<file path="src/logic/kef_pkg.sv">
// Package for the key event queue and keyscan configuration block.
// Assumes a single clock domain; used by logic/kef_top.sv and logic/kef_skid.sv.
package kef_pkg;
    // Register offsets
    localparam logic [7:0] KEF_OFS_QUEUE = 8'h00;
    localparam logic [7:0] KEF_OFS_CONFIG = 8'h01;
    // Configuration field positions
    localparam int KEF_CFG_SLEEP = 7;
    localparam int KEF_CFG_IRQ_ON_READ = 5;
    localparam int KEF_CFG_REL_EN = 3;
    localparam int KEF_CFG_WAKE_EN = 1;
    localparam int KEF_CFG_TMO_DIS = 0;
    localparam logic [7:0] KEF_CFG_WMASK = 8'hab;
    localparam logic [7:0] KEF_CFG_RESET = 8'h0a;
    // Event byte fields
    localparam int KEF_EV_MORE = 7;
    localparam int KEF_EV_REL = 6;
    localparam logic [5:0] KEF_KEY_ALL1 = 6'h3f;
    localparam logic [5:0] KEF_KEY_REPEAT = 6'h3e;
    localparam logic [5:0] KEF_KEY_HIGH = 6'h3e;
    // Queue depth
    localparam int KEF_DEPTH = 16;
    localparam int KEF_AW = 4;

    // One key event as delivered by the scan engine
    typedef struct packed {
        logic repeat_ev;
        logic release_ev;
        logic [5:0] key;
    } kef_event_t;

    // Register access from the serial bus engine
    typedef struct packed {
        logic rd;
        logic wr;
        logic [7:0] addr;
        logic [7:0] wdata;
    } kef_req_t;
endpackage : kef_pkg

</file>
<file path="src/logic/kef_top.sv">
// Key event queue read port and keyscan configuration register.
// Assumes a serial bus engine issues one-cycle register requests on CLK,
// and the scan engine offers debounced events with valid/ready.
`timescale 1ns/1ns
`default_nettype none
module kef_top (
    input wire logic CLK,
    input wire logic RSTN,
    input wire kef_pkg::kef_req_t REQ,
    output logic [7:0] RDATA,
    output logic RVALID,
    input wire logic EV_VALID,
    output logic EV_READY,
    input wire kef_pkg::kef_event_t EV_DATA,
    input wire logic PWM_CC_EN,
    input wire logic AUTOSLEEP,
    input wire logic SLEEP_EXIT,
    output logic SLEEP,
    output logic TIMEOUT_DIS,
    output logic KEY_EVENT_IRQ_N
);
    ////////////////////////////////////////////////////////////////////////
    // Reset release and pin synchronisers
    logic [1:0] rst_sync_reg;
    logic rst_n;
    logic [1:0] pwm_sync_reg;
    logic pwm_en;

    always_ff @(posedge CLK or negedge RSTN) begin
        if (!RSTN) rst_sync_reg <= 2'h0;
        else rst_sync_reg <= {rst_sync_reg[0], 1'b1};
    end
    assign rst_n = rst_sync_reg[1];

    // PWM enable comes from another block domain-free; treat as a pin
    always_ff @(posedge CLK or negedge rst_n) begin
        if (!rst_n) pwm_sync_reg <= 2'h0;
        else pwm_sync_reg <= {pwm_sync_reg[0], PWM_CC_EN};
    end
    assign pwm_en = pwm_sync_reg[1];

    ////////////////////////////////////////////////////////////////////////
    // Configuration register
    logic [6:0] cfg_lo_reg;
    logic sleep_reg;
    logic [7:0] cfg_reg;
    logic cfg_wr;
    logic rd_q;
    logic key_press_in;

    assign cfg_wr = REQ.wr && (REQ.addr == kef_pkg::KEF_OFS_CONFIG);
    assign rd_q = REQ.rd && (REQ.addr == kef_pkg::KEF_OFS_QUEUE);
    // Sleep and the other bits live in separate registers, one writer each
    assign cfg_reg = {sleep_reg, cfg_lo_reg};

    // Non-sleep bits written directly; reserved bits masked to zero
    always_ff @(posedge CLK or negedge rst_n) begin
        if (!rst_n) begin
            cfg_lo_reg <= kef_pkg::KEF_CFG_RESET[6:0];
        end else if (cfg_wr) begin
            cfg_lo_reg <= REQ.wdata[6:0] & kef_pkg::KEF_CFG_WMASK[6:0];
        end
    end

    // Sleep bit: host, autosleep, autowakeup; forced clear while PWM is on
    always_ff @(posedge CLK or negedge rst_n) begin
        if (!rst_n) begin
            sleep_reg <= kef_pkg::KEF_CFG_RESET[kef_pkg::KEF_CFG_SLEEP];
        end else if (pwm_en) begin
            sleep_reg <= 1'b0;
        end else if (cfg_wr) begin
            sleep_reg <= REQ.wdata[kef_pkg::KEF_CFG_SLEEP];
        end else if (key_press_in && cfg_reg[kef_pkg::KEF_CFG_WAKE_EN]) begin
            sleep_reg <= 1'b0;
        end else if (SLEEP_EXIT) begin
            sleep_reg <= 1'b0;
        end else if (AUTOSLEEP) begin
            sleep_reg <= 1'b1;
        end
    end

    ////////////////////////////////////////////////////////////////////////
    // Two-entry buffer on the event path
    logic sk_valid;
    logic sk_ready;
    kef_pkg::kef_event_t sk_data;
    logic ev_ready_w;

    kef_skid u_skid (
        .clk(CLK),
        .rst_n(rst_n),
        .in_valid(EV_VALID),
        .in_ready(ev_ready_w),
        .in_data(EV_DATA),
        .out_valid(sk_valid),
        .out_ready(sk_ready),
        .out_data(sk_data)
    );

    // Registered copy of ready for the port
    always_ff @(posedge CLK or negedge rst_n) begin
        if (!rst_n) EV_READY <= 1'b0;
        else EV_READY <= ev_ready_w;
    end

    ////////////////////////////////////////////////////////////////////////
    // Event queue
    kef_pkg::kef_event_t mem [kef_pkg::KEF_DEPTH];
    logic [kef_pkg::KEF_AW:0] cnt_reg;
    logic [kef_pkg::KEF_AW-1:0] wp_reg;
    logic [kef_pkg::KEF_AW-1:0] rp_reg;
    logic ovf_reg;
    logic full;
    logic drop_rel;
    logic push;
    logic pop;
    logic accept;

    assign full = (cnt_reg == 5'(kef_pkg::KEF_DEPTH));
    assign drop_rel = sk_data.release_ev && !sk_data.repeat_ev && !cfg_reg[kef_pkg::KEF_CFG_REL_EN];
    // Queue drains while asleep too; events still arrive for wakeup
    assign sk_ready = 1'b1;
    assign accept = sk_valid;
    assign push = accept && !drop_rel && !full;
    assign pop = rd_q && (cnt_reg != '0);
    assign key_press_in = accept && !sk_data.release_ev && !sk_data.repeat_ev;

    // Count and pointers
    always_ff @(posedge CLK or negedge rst_n) begin
        if (!rst_n) begin
            cnt_reg <= '0;
            wp_reg <= '0;
            rp_reg <= '0;
        end else begin
            cnt_reg <= cnt_reg + {4'h0, push} - {4'h0, pop};
            if (push) wp_reg <= wp_reg + 4'h1;
            if (pop) rp_reg <= rp_reg + 4'h1;
        end
    end

    // Storage
    always_ff @(posedge CLK) begin
        if (push) mem[wp_reg] <= sk_data;
    end

    // Overflow flag: set on dropped event wins over clearing by its report
    always_ff @(posedge CLK or negedge rst_n) begin
        if (!rst_n) ovf_reg <= 1'b0;
        else if (accept && !drop_rel && full) ovf_reg <= 1'b1;
        else if (rd_q && cnt_reg == '0) ovf_reg <= 1'b0;
    end

    ////////////////////////////////////////////////////////////////////////
    // Read data encoding
    kef_pkg::kef_event_t head;
    logic more;
    logic [7:0] ev_byte;

    assign head = mem[rp_reg];
    assign more = (cnt_reg > 5'h1);

    always_comb begin
        if (cnt_reg == '0) begin
            ev_byte = {1'b0, ovf_reg, kef_pkg::KEF_KEY_ALL1};
        end else if (head.repeat_ev) begin
            ev_byte = {1'b0, more, kef_pkg::KEF_KEY_REPEAT};
        end else if (head.key >= kef_pkg::KEF_KEY_HIGH) begin
            ev_byte = {1'b1, head.release_ev, head.key};
        end else begin
            ev_byte = {more, head.release_ev, head.key};
        end
    end

    // Register read port, answer one cycle after request
    always_ff @(posedge CLK or negedge rst_n) begin
        if (!rst_n) begin
            RDATA <= 8'h00;
            RVALID <= 1'b0;
        end else begin
            RVALID <= REQ.rd;
            if (REQ.rd) begin
                if (REQ.addr == kef_pkg::KEF_OFS_QUEUE) RDATA <= ev_byte;
                else if (REQ.addr == kef_pkg::KEF_OFS_CONFIG) RDATA <= cfg_reg;
                else RDATA <= 8'h00;
            end
        end
    end

    ////////////////////////////////////////////////////////////////////////
    // Key interrupt and status outputs
    logic irq_ack_reg;

    // In read-clear mode a host queue read acknowledges; new push re-arms
    always_ff @(posedge CLK or negedge rst_n) begin
        if (!rst_n) irq_ack_reg <= 1'b0;
        else if (push) irq_ack_reg <= 1'b0;
        else if (rd_q) irq_ack_reg <= 1'b1;
    end

    always_ff @(posedge CLK or negedge rst_n) begin
        if (!rst_n) begin
            KEY_EVENT_IRQ_N <= 1'b1;
            SLEEP <= 1'b0;
            TIMEOUT_DIS <= 1'b0;
        end else begin
            if (cfg_reg[kef_pkg::KEF_CFG_IRQ_ON_READ]) KEY_EVENT_IRQ_N <= !(cnt_reg != '0 && !irq_ack_reg);
            else KEY_EVENT_IRQ_N <= (cnt_reg == '0);
            SLEEP <= cfg_reg[kef_pkg::KEF_CFG_SLEEP] && !pwm_en;
            TIMEOUT_DIS <= cfg_reg[kef_pkg::KEF_CFG_TMO_DIS];
        end
    end
endmodule : kef_top
`default_nettype wire

</file>
<file path="src/logic/kef_skid.sv">
// Two-entry buffer between the scan engine and the event queue.
// Assumes both sides run on the same clock and reset.
`timescale 1ns/1ns
`default_nettype none
module kef_skid (
    input wire logic clk,
    input wire logic rst_n,
    input wire logic in_valid,
    output logic in_ready,
    input wire kef_pkg::kef_event_t in_data,
    output logic out_valid,
    input wire logic out_ready,
    output kef_pkg::kef_event_t out_data
);
    kef_pkg::kef_event_t buf_reg [2];
    logic [1:0] cnt_reg;
    logic rd_ptr_reg;
    logic wr_ptr_reg;
    logic push;
    logic pop;

    // Handshakes on both sides
    assign push = in_valid && (cnt_reg != 2'h2);
    assign pop = out_valid && out_ready;
    assign in_ready = (cnt_reg != 2'h2);
    assign out_valid = (cnt_reg != 2'h0);
    assign out_data = buf_reg[rd_ptr_reg];

    // Occupancy and pointers
    always_ff @(posedge clk or negedge rst_n) begin
        if (!rst_n) begin
            cnt_reg <= 2'h0;
            rd_ptr_reg <= 1'b0;
            wr_ptr_reg <= 1'b0;
        end else begin
            cnt_reg <= cnt_reg + {1'b0, push} - {1'b0, pop};
            if (push) wr_ptr_reg <= ~wr_ptr_reg;
            if (pop) rd_ptr_reg <= ~rd_ptr_reg;
        end
    end

    // Storage
    always_ff @(posedge clk) begin
        if (push) buf_reg[wr_ptr_reg] <= in_data;
    end
endmodule : kef_skid
`default_nettype wire

</file>
<file path="config.mk">
export PLATFORM = sky130hd
export DESIGN_NAME = kef_top
export DESIGN_NICKNAME = d
export VERILOG_FILES = /design/src/logic/kef_pkg.sv /design/src/logic/kef_top.sv /design/src/logic/kef_skid.sv
export SDC_FILE = /design/constraint.sdc
export NUM_CORES = 1
export LEC_CHECK = 0
export BUFFER_PORTS_ARGS = -buffer_cell sky130_fd_sc_hd__buf_4
export CORE_MARGIN = 4
export CORE_UTILIZATION = 45
export DETAILED_ROUTE_END_ITERATION = 10
export GPL_TIMING_DRIVEN = 0
export SYNTH_ARGS = -nofsm -noshare
export SYNTH_HDL_FRONTEND = slang
export SYNTH_HIERARCHICAL = 1
export SYNTH_SLANG_ARGS = --single-unit
</file>
<file path="constraint.sdc">
create_clock -name CLK -period 1.6 [get_ports CLK]
set_clock_uncertainty 0.2 [all_clocks]
set_input_delay 0.08 -clock CLK [delete_from_list [all_inputs] [get_ports CLK]]
set_output_delay 0.08 -clock CLK [all_outputs]
set_load 0.01 [all_outputs]
</file>
# ---- Word level (Yosys, flattened, before mapping)
# Memory sizes are Yosys's and may differ from the RTL's.
# Cells that the tools add are included.
dict set report word_totals {
  register_bits 41
  ramBits 144
  input_bits 32
  out_inout_bits 13
  wordCells 82
  mem_count 2
}
dict set report classes {
  n_addsub 6
  n_lt_le_gt_ge 2
  n_eq_ne 3
  muxes 19
  n_bitwise 2
  n_reduce_logical 30
}
# name words width rd rd_clocked_by_memory_dff wr line
set mem_list {}
lappend mem_list {mem 16 8 1 0 1 kef_top.sv:108} ;# kef_pkg::kef_event_t mem [kef_pkg::KEF_DEPTH];
lappend mem_list {u_skid.buf_reg 2 8 1 0 1 kef_skid.sv:15} ;# kef_pkg::kef_event_t buf_reg [2];
# op n
set ops {}
lappend ops {{$mux 8} 5}
lappend ops {{$logic_and 1x1->1} 15}
lappend ops {{$mux 1} 14}
lappend ops {{$reduce_bool 5->1} 2}
lappend ops {{$add 4x1->4 const B} 2}
lappend ops {{$eq 8x1->1 const B} 1}
lappend ops {{$logic_not 1->1} 8}
lappend ops {{$logic_not 8->1} 1}
lappend ops {{$ge 6x6->1 const B} 1}
lappend ops {{$reduce_bool 2->1} 3}
lappend ops {{$add 5x1->5} 1}
lappend ops {{$eq 5x5->1 const B} 1}
lappend ops {{$gt 5x1->1 const B} 1}
lappend ops {{$logic_not 5->1} 1}
lappend ops {{$sub 5x1->5} 1}
lappend ops {{$add 2x1->2} 1}
lappend ops {{$ne 2x2->1 const B} 1}
lappend ops {{$not 1->1} 2}
lappend ops {{$sub 2x1->2} 1}

# ---- Logic depth before layout (Yosys ltp)
# An unclocked memory read counts as a cell.
dict set report logic_depth {
  depth_word 9
  mapped_depth 15
  depth_no_buf 14
}

# ---- Modules after synthesis
# Netlist, hierarchy kept.
# module instances cells_each area_per_inst_um2 seq_area_each_um2
set by_module_without_submodules {}
lappend by_module_without_submodules {kef_top 1 400 6862.8 4773.3}
lappend by_module_without_submodules {kef_skid 1 42 774.5 580.6}

# ---- Least setup slack after synthesis
# No wires, ideal clock.
dict set report synth_path {
  path_type {register -> register}
  from {register u_skid.rd_ptr_reg}
  to {register cnt_reg[4] (netlist name)}
  setup_time_ps 79
  t_arrival_ps 2966
  t_required_ps 1321
  slack_ps -1645
  path_stages_with_launch 15
  path_buffers 1
  period_less_slack_ps 3245
  cell_sequence {dfrtp_1 -> buf_2 -> mux2_1 -> nand2_1 -> nand2_1 -> a21oi_1 -> inv_1 -> ha_1 -> inv_1 -> ha_1 -> fa_1 -> a21oi_1 -> nor2_1 -> nor2_1 -> xor2_1}
}
# item line
set synth_rtl {}
lappend synth_rtl {{start, declared} kef_skid.sv:17} ;# logic rd_ptr_reg;
lappend synth_rtl {{start signal, assigned} kef_skid.sv:38} ;# if (pop) rd_ptr_reg <= ~rd_ptr_reg;

==> metrics.log <==
INFO  metric status = finished with violations
INFO  metric failed_checks = hold timing, setup timing
INFO  metric final_layout_fill_cell_count = 1178
INFO  metric worstSkewPairLatency = 0.44 ns
INFO  metric maximum_clock_insertion_buffer_count = 2
INFO  metric post_drt_via_cell_ratio = 5.36
INFO  metric die_h = 138 um
INFO  metric vdd.ir_drop.worst = 1.09 mV
INFO  metric insertedDiodeCount = 0
INFO  metric largest_register_ff_count = 128
INFO  metric maximum_clock_frequency = 374 MHz
INFO  metric avgSynthCellArea = 17.3 um^2
INFO  metric mappedNetlistArea = 7640 um^2
INFO  metric cts_made_buffers = 17
INFO  metric clock-root-buffer = sky130_fd_sc_hd__clkbuf_16
INFO  metric worstSetupPathDepth = 13
INFO  metric dp.final_hpwl = 10700 um
INFO  metric hold-worst-slack = -0.230 ns
INFO  metric hold_viol = 9
INFO  metric maxSlewHeadroom = 54.8%
INFO  metric area_growth_syn_to_layout = 37.8%
INFO  metric synth_enable_flop_cells = 144
INFO  metric cp.buffers_inverters = 2
INFO  metric final_util = 63.4%
INFO  metric drive_gt1_share = 48.9%
INFO  metric sequential_cell_area = 5360 um^2
INFO  metric min_delay_path_depth = 4
INFO  metric fin_setup_tns = -129.42 ns
INFO  metric critical_path_required = 1.77 ns
INFO  metric worstHoldPathType = in2reg
INFO  metric cts.hold.buffers_added = 22
INFO  metric critical_path_s_top_delay_family = adder cells
INFO  metric drv.max_cap_violation_count = 0
INFO  metric cp_slowest_cell = sky130_fd_sc_hd__dfrtp_2
INFO  metric floorplan.core_area = 16600 um^2
INFO  metric cp_max_fo = 4
INFO  metric period_share = 167%
INFO  metric vias = 4453
INFO  metric static-leakage-power = 3.86 nW
INFO  metric setup_viol = 169
INFO  metric crit_type = reg2reg
INFO  metric cellPowerDensity = 1580 nW/um^2
INFO  metric worst-slew-pin-transition = 0.679 ns
INFO  metric post_synth_inst_count = 442
INFO  metric multi_input_area = 2660 um^2
INFO  metric slowest_delay = 0.45 ns
INFO  metric drt_pass1_iterations = 4
INFO  metric initial_antenna_violation_count = 0
INFO  metric dominant_register_cell_in_the_synthesized_netlist = sky130_fd_sc_hd__edfxtp_1
INFO  metric count_of_unresolved_drc_violations_after_routing = 0
INFO  metric report.final.slew_viol_count = 0
INFO  metric yosys_top_cell_area_share = 56.6%
INFO  metric grt_start_max_net_pins = 36
INFO  metric post-route-worst-setup-slack = -1.07 ns
INFO  metric final.min_clock_period = 2.67 ns
INFO  metric start_kind = flop
INFO  metric synth_largest_area_cell = sky130_fd_sc_hd__edfxtp_1
INFO  metric yosys_warnings = 6
INFO  metric synthTopCellsByArea = sky130_fd_sc_hd__edfxtp_1, sky130_fd_sc_hd__dfrtp_1, sky130_fd_sc_hd__mux4_1
INFO  metric ios = 45
INFO  metric sinks_on_the_clock_net = 185
INFO  metric chipWidth = 138 um
INFO  metric reg2reg_depth = 13
INFO  metric globalRoute.totalOverflow = 0
INFO  metric grt_pass1_wl = 27400 um
INFO  metric rsz_0062_raised_after_global_routing = true
INFO  metric reg_clk_slew_reported_paths = 0.07 ns
INFO  metric ant_nets = 0
INFO  metric worstPathCellList = mux2_4 -> nand2_4 -> nand2_4 -> a21oi_4 -> inv_2 -> ha_4 -> inv_2 -> ha_4 -> fa_2 -> a21oi_2 -> nor2_1 -> nor2_1 -> xor2_1
INFO  metric start_util = 46.1%
INFO  metric synth-seq-cells = 185
INFO  metric clock_tree_from_tritoncts = yes
INFO  metric worst_setup_path_end_kind = flop
INFO  metric io_buffer_count = 41
INFO  metric synth.lib_cells_used.distinct = 53
INFO  metric drtIter0Drc = 369
INFO  metric row_count = 47
INFO  metric cts_htree_levels = 4
INFO  metric vias_in_the_first_global_route = 4572
INFO  metric finalWirelength = 17700 um
INFO  metric critPathArrivalTime = 2.84 ns
INFO  metric groute.usage.overall = 19.2%
INFO  metric die_area = 19100 um^2
INFO  metric gp_congestion = 0.761
INFO  metric layout_net_count = 647
INFO  metric drt-wirelength-per-cell = 21.4 um
INFO  metric ys_seq_area_share = 70.1%
INFO  metric async_set_reset_flop_share_out_of_synthesis = 22.2%
-- path summary, 6_finish.rpt --
check,start,slack [ns],to
max,u_skid/rd_ptr_reg$_DFFE_PN0P_,-1.07,cnt_reg[4]$_DFF_PN0_
min,REQ[8],-0.23,RDATA[4]$_DFFE_PN0P_
max reg2reg,u_skid/rd_ptr_reg$_DFFE_PN0P_,-1.07,cnt_reg[4]$_DFF_PN0_
min reg2reg,rst_sync_reg[1]$_DFF_PN0_,0.04,u_skid/wr_ptr_reg$_DFFE_PN0N_
max in group asynchronous,rst_sync_reg[1]$_DFF_PN0_,0.51,wp_reg[3]$_DFFE_PN0P_
min in group asynchronous,rst_sync_reg[1]$_DFF_PN0_,0.04,u_skid/wr_ptr_reg$_DFFE_PN0N_
-- metrics by stage --
stage	power, mW	hold slack [ns]	instance area (um^2)	setup WS (ns)	std cells
floorplan	9.25	-0.416	7840	-1.13	443
global placement	10.1	-0.338	8420	-1.46	704
detailed placement	10.3	-0.337	8440	-1.51	705
CTS	16.1	-0.239	10200	-1.14	813
global route	17.3	-0.209	10500	-1.19	831
finish	16.6	-0.230	10500	-1.07	831
-- where the power goes --
group	leakage (nW)	internal, mW	total (mW)	switching [mW]
registers	1.81	6.47	6.78	0.310
logic	1.77	2.75	5.80	3.05
clock network	0.275	2.05	4.02	1.97
-- repair_timing --
action | in CTS | in global routing
buffers inserted | 53 | 25
gates cloned | 2 | 0
resized for setup | 87 | 54
pin swaps | 43 | 46
endpoints found under the hold margin | 57 | 9
setup endpoints to repair | 250 | 187
-- cell usage after synthesis, drive strengths merged, types with 2 or more instances --
library cell,n
xnor2,9
buf,13
a21oi,11
mux2,13
o22ai,2
mux4,27
xor2,4
ha,16
and2,4
clkbuf,2
a22o,3
nand2b,5
nor2,34
and3,2
dfstp,3
inv,17
a21o,2
dfrtp,38
nand3,6
mux2i,14
o21ai,14
edfxtp,144
nor3,5
or2,2
nand2,19
a221oi,3
a22oi,5
nor2b,10
-- layout by cell type (no fill, tap or decap), types with 5 or more instances in the layout --
master                          Yosys  layout
sky130_fd_sc_hd__ha_1              16      10
sky130_fd_sc_hd__buf_12             3      25
sky130_fd_sc_hd__edfxtp_1         144     144
sky130_fd_sc_hd__dfrtp_1           38      35
sky130_fd_sc_hd__inv_2              0       6
sky130_fd_sc_hd__nand2_4            0       5
sky130_fd_sc_hd__ha_4               0       5
sky130_fd_sc_hd__xnor2_1            9       6
sky130_fd_sc_hd__o21ai_1            3       9
sky130_fd_sc_hd__dlygate4sd3_1      0      22
sky130_fd_sc_hd__nor2_4             1      18
sky130_fd_sc_hd__buf_6              1      16
sky130_fd_sc_hd__nor2b_1           10       9
sky130_fd_sc_hd__a21oi_1           11       6
sky130_fd_sc_hd__inv_1             17      11
sky130_fd_sc_hd__buf_4              0      77
sky130_fd_sc_hd__mux2_4             0       7
sky130_fd_sc_hd__a22oi_2            0       5
sky130_fd_sc_hd__mux2_2             5       6
sky130_fd_sc_hd__nand2_1           18       6
sky130_fd_sc_hd__clkinv_4           0       5
sky130_fd_sc_hd__inv_6              0       7
sky130_fd_sc_hd__nor2_1            33      13
sky130_fd_sc_hd__mux4_2            10      26
sky130_fd_sc_hd__mux2i_1           14       9
sky130_fd_sc_hd__clkbuf_16          0      17
-- cell families (layout without fill, tap and decap cells) --
| family | after synthesis | after routing | synth area share, % |
|---|---|---|---|
| simple gates | 91 | 91 | 6.08 |
| buf+inv | 32 | 200 | 2.41 |
| xor+xnor | 13 | 13 | 1.49 |
| fa+ha+maj | 17 | 17 | 2.88 |
| other cells | 1 | 2 | 0.0491 |
| flops | 185 | 185 | 70.1 |
| mux | 54 | 54 | 12.5 |
| compound gates | 49 | 49 | 4.44 |
-- worst register-to-register path: cells and delay by family, from the launching register on --
kind	cells	cell delay, ns
AOI/OAI and AO/OA	2	0.31
adders and majority gates	3	0.75
xor gates and xnor gates	1	0.14
and+or+nand+nor	4	0.31
buffers and inverters	2	0.09
muxes	1	0.35
DFF	1	0.45
-- cell type report --
type                    instances  area share (%)
flip-flops and latches        185            50.9
well taps                     220            2.62
repair buffers                139            14.2
clock inverters                15            1.31
multi-input cells             226            25.2
inverters                      17           0.606
plain buffers                  12            1.03
clock buffers                  17            4.04
-- routing by layer --
layer / routed length [um] / GRT usage (%) / up-vias
met5: 0 / 0 / -
met4: 245 / 5.56 / 0
met3: 744 / 4.56 / 19
met2: 8960 / 31.1 / 122
met1: 7800 / 26.3 / 2307
li1: - / - / 2005
Power figures use the tool's default switching activity.
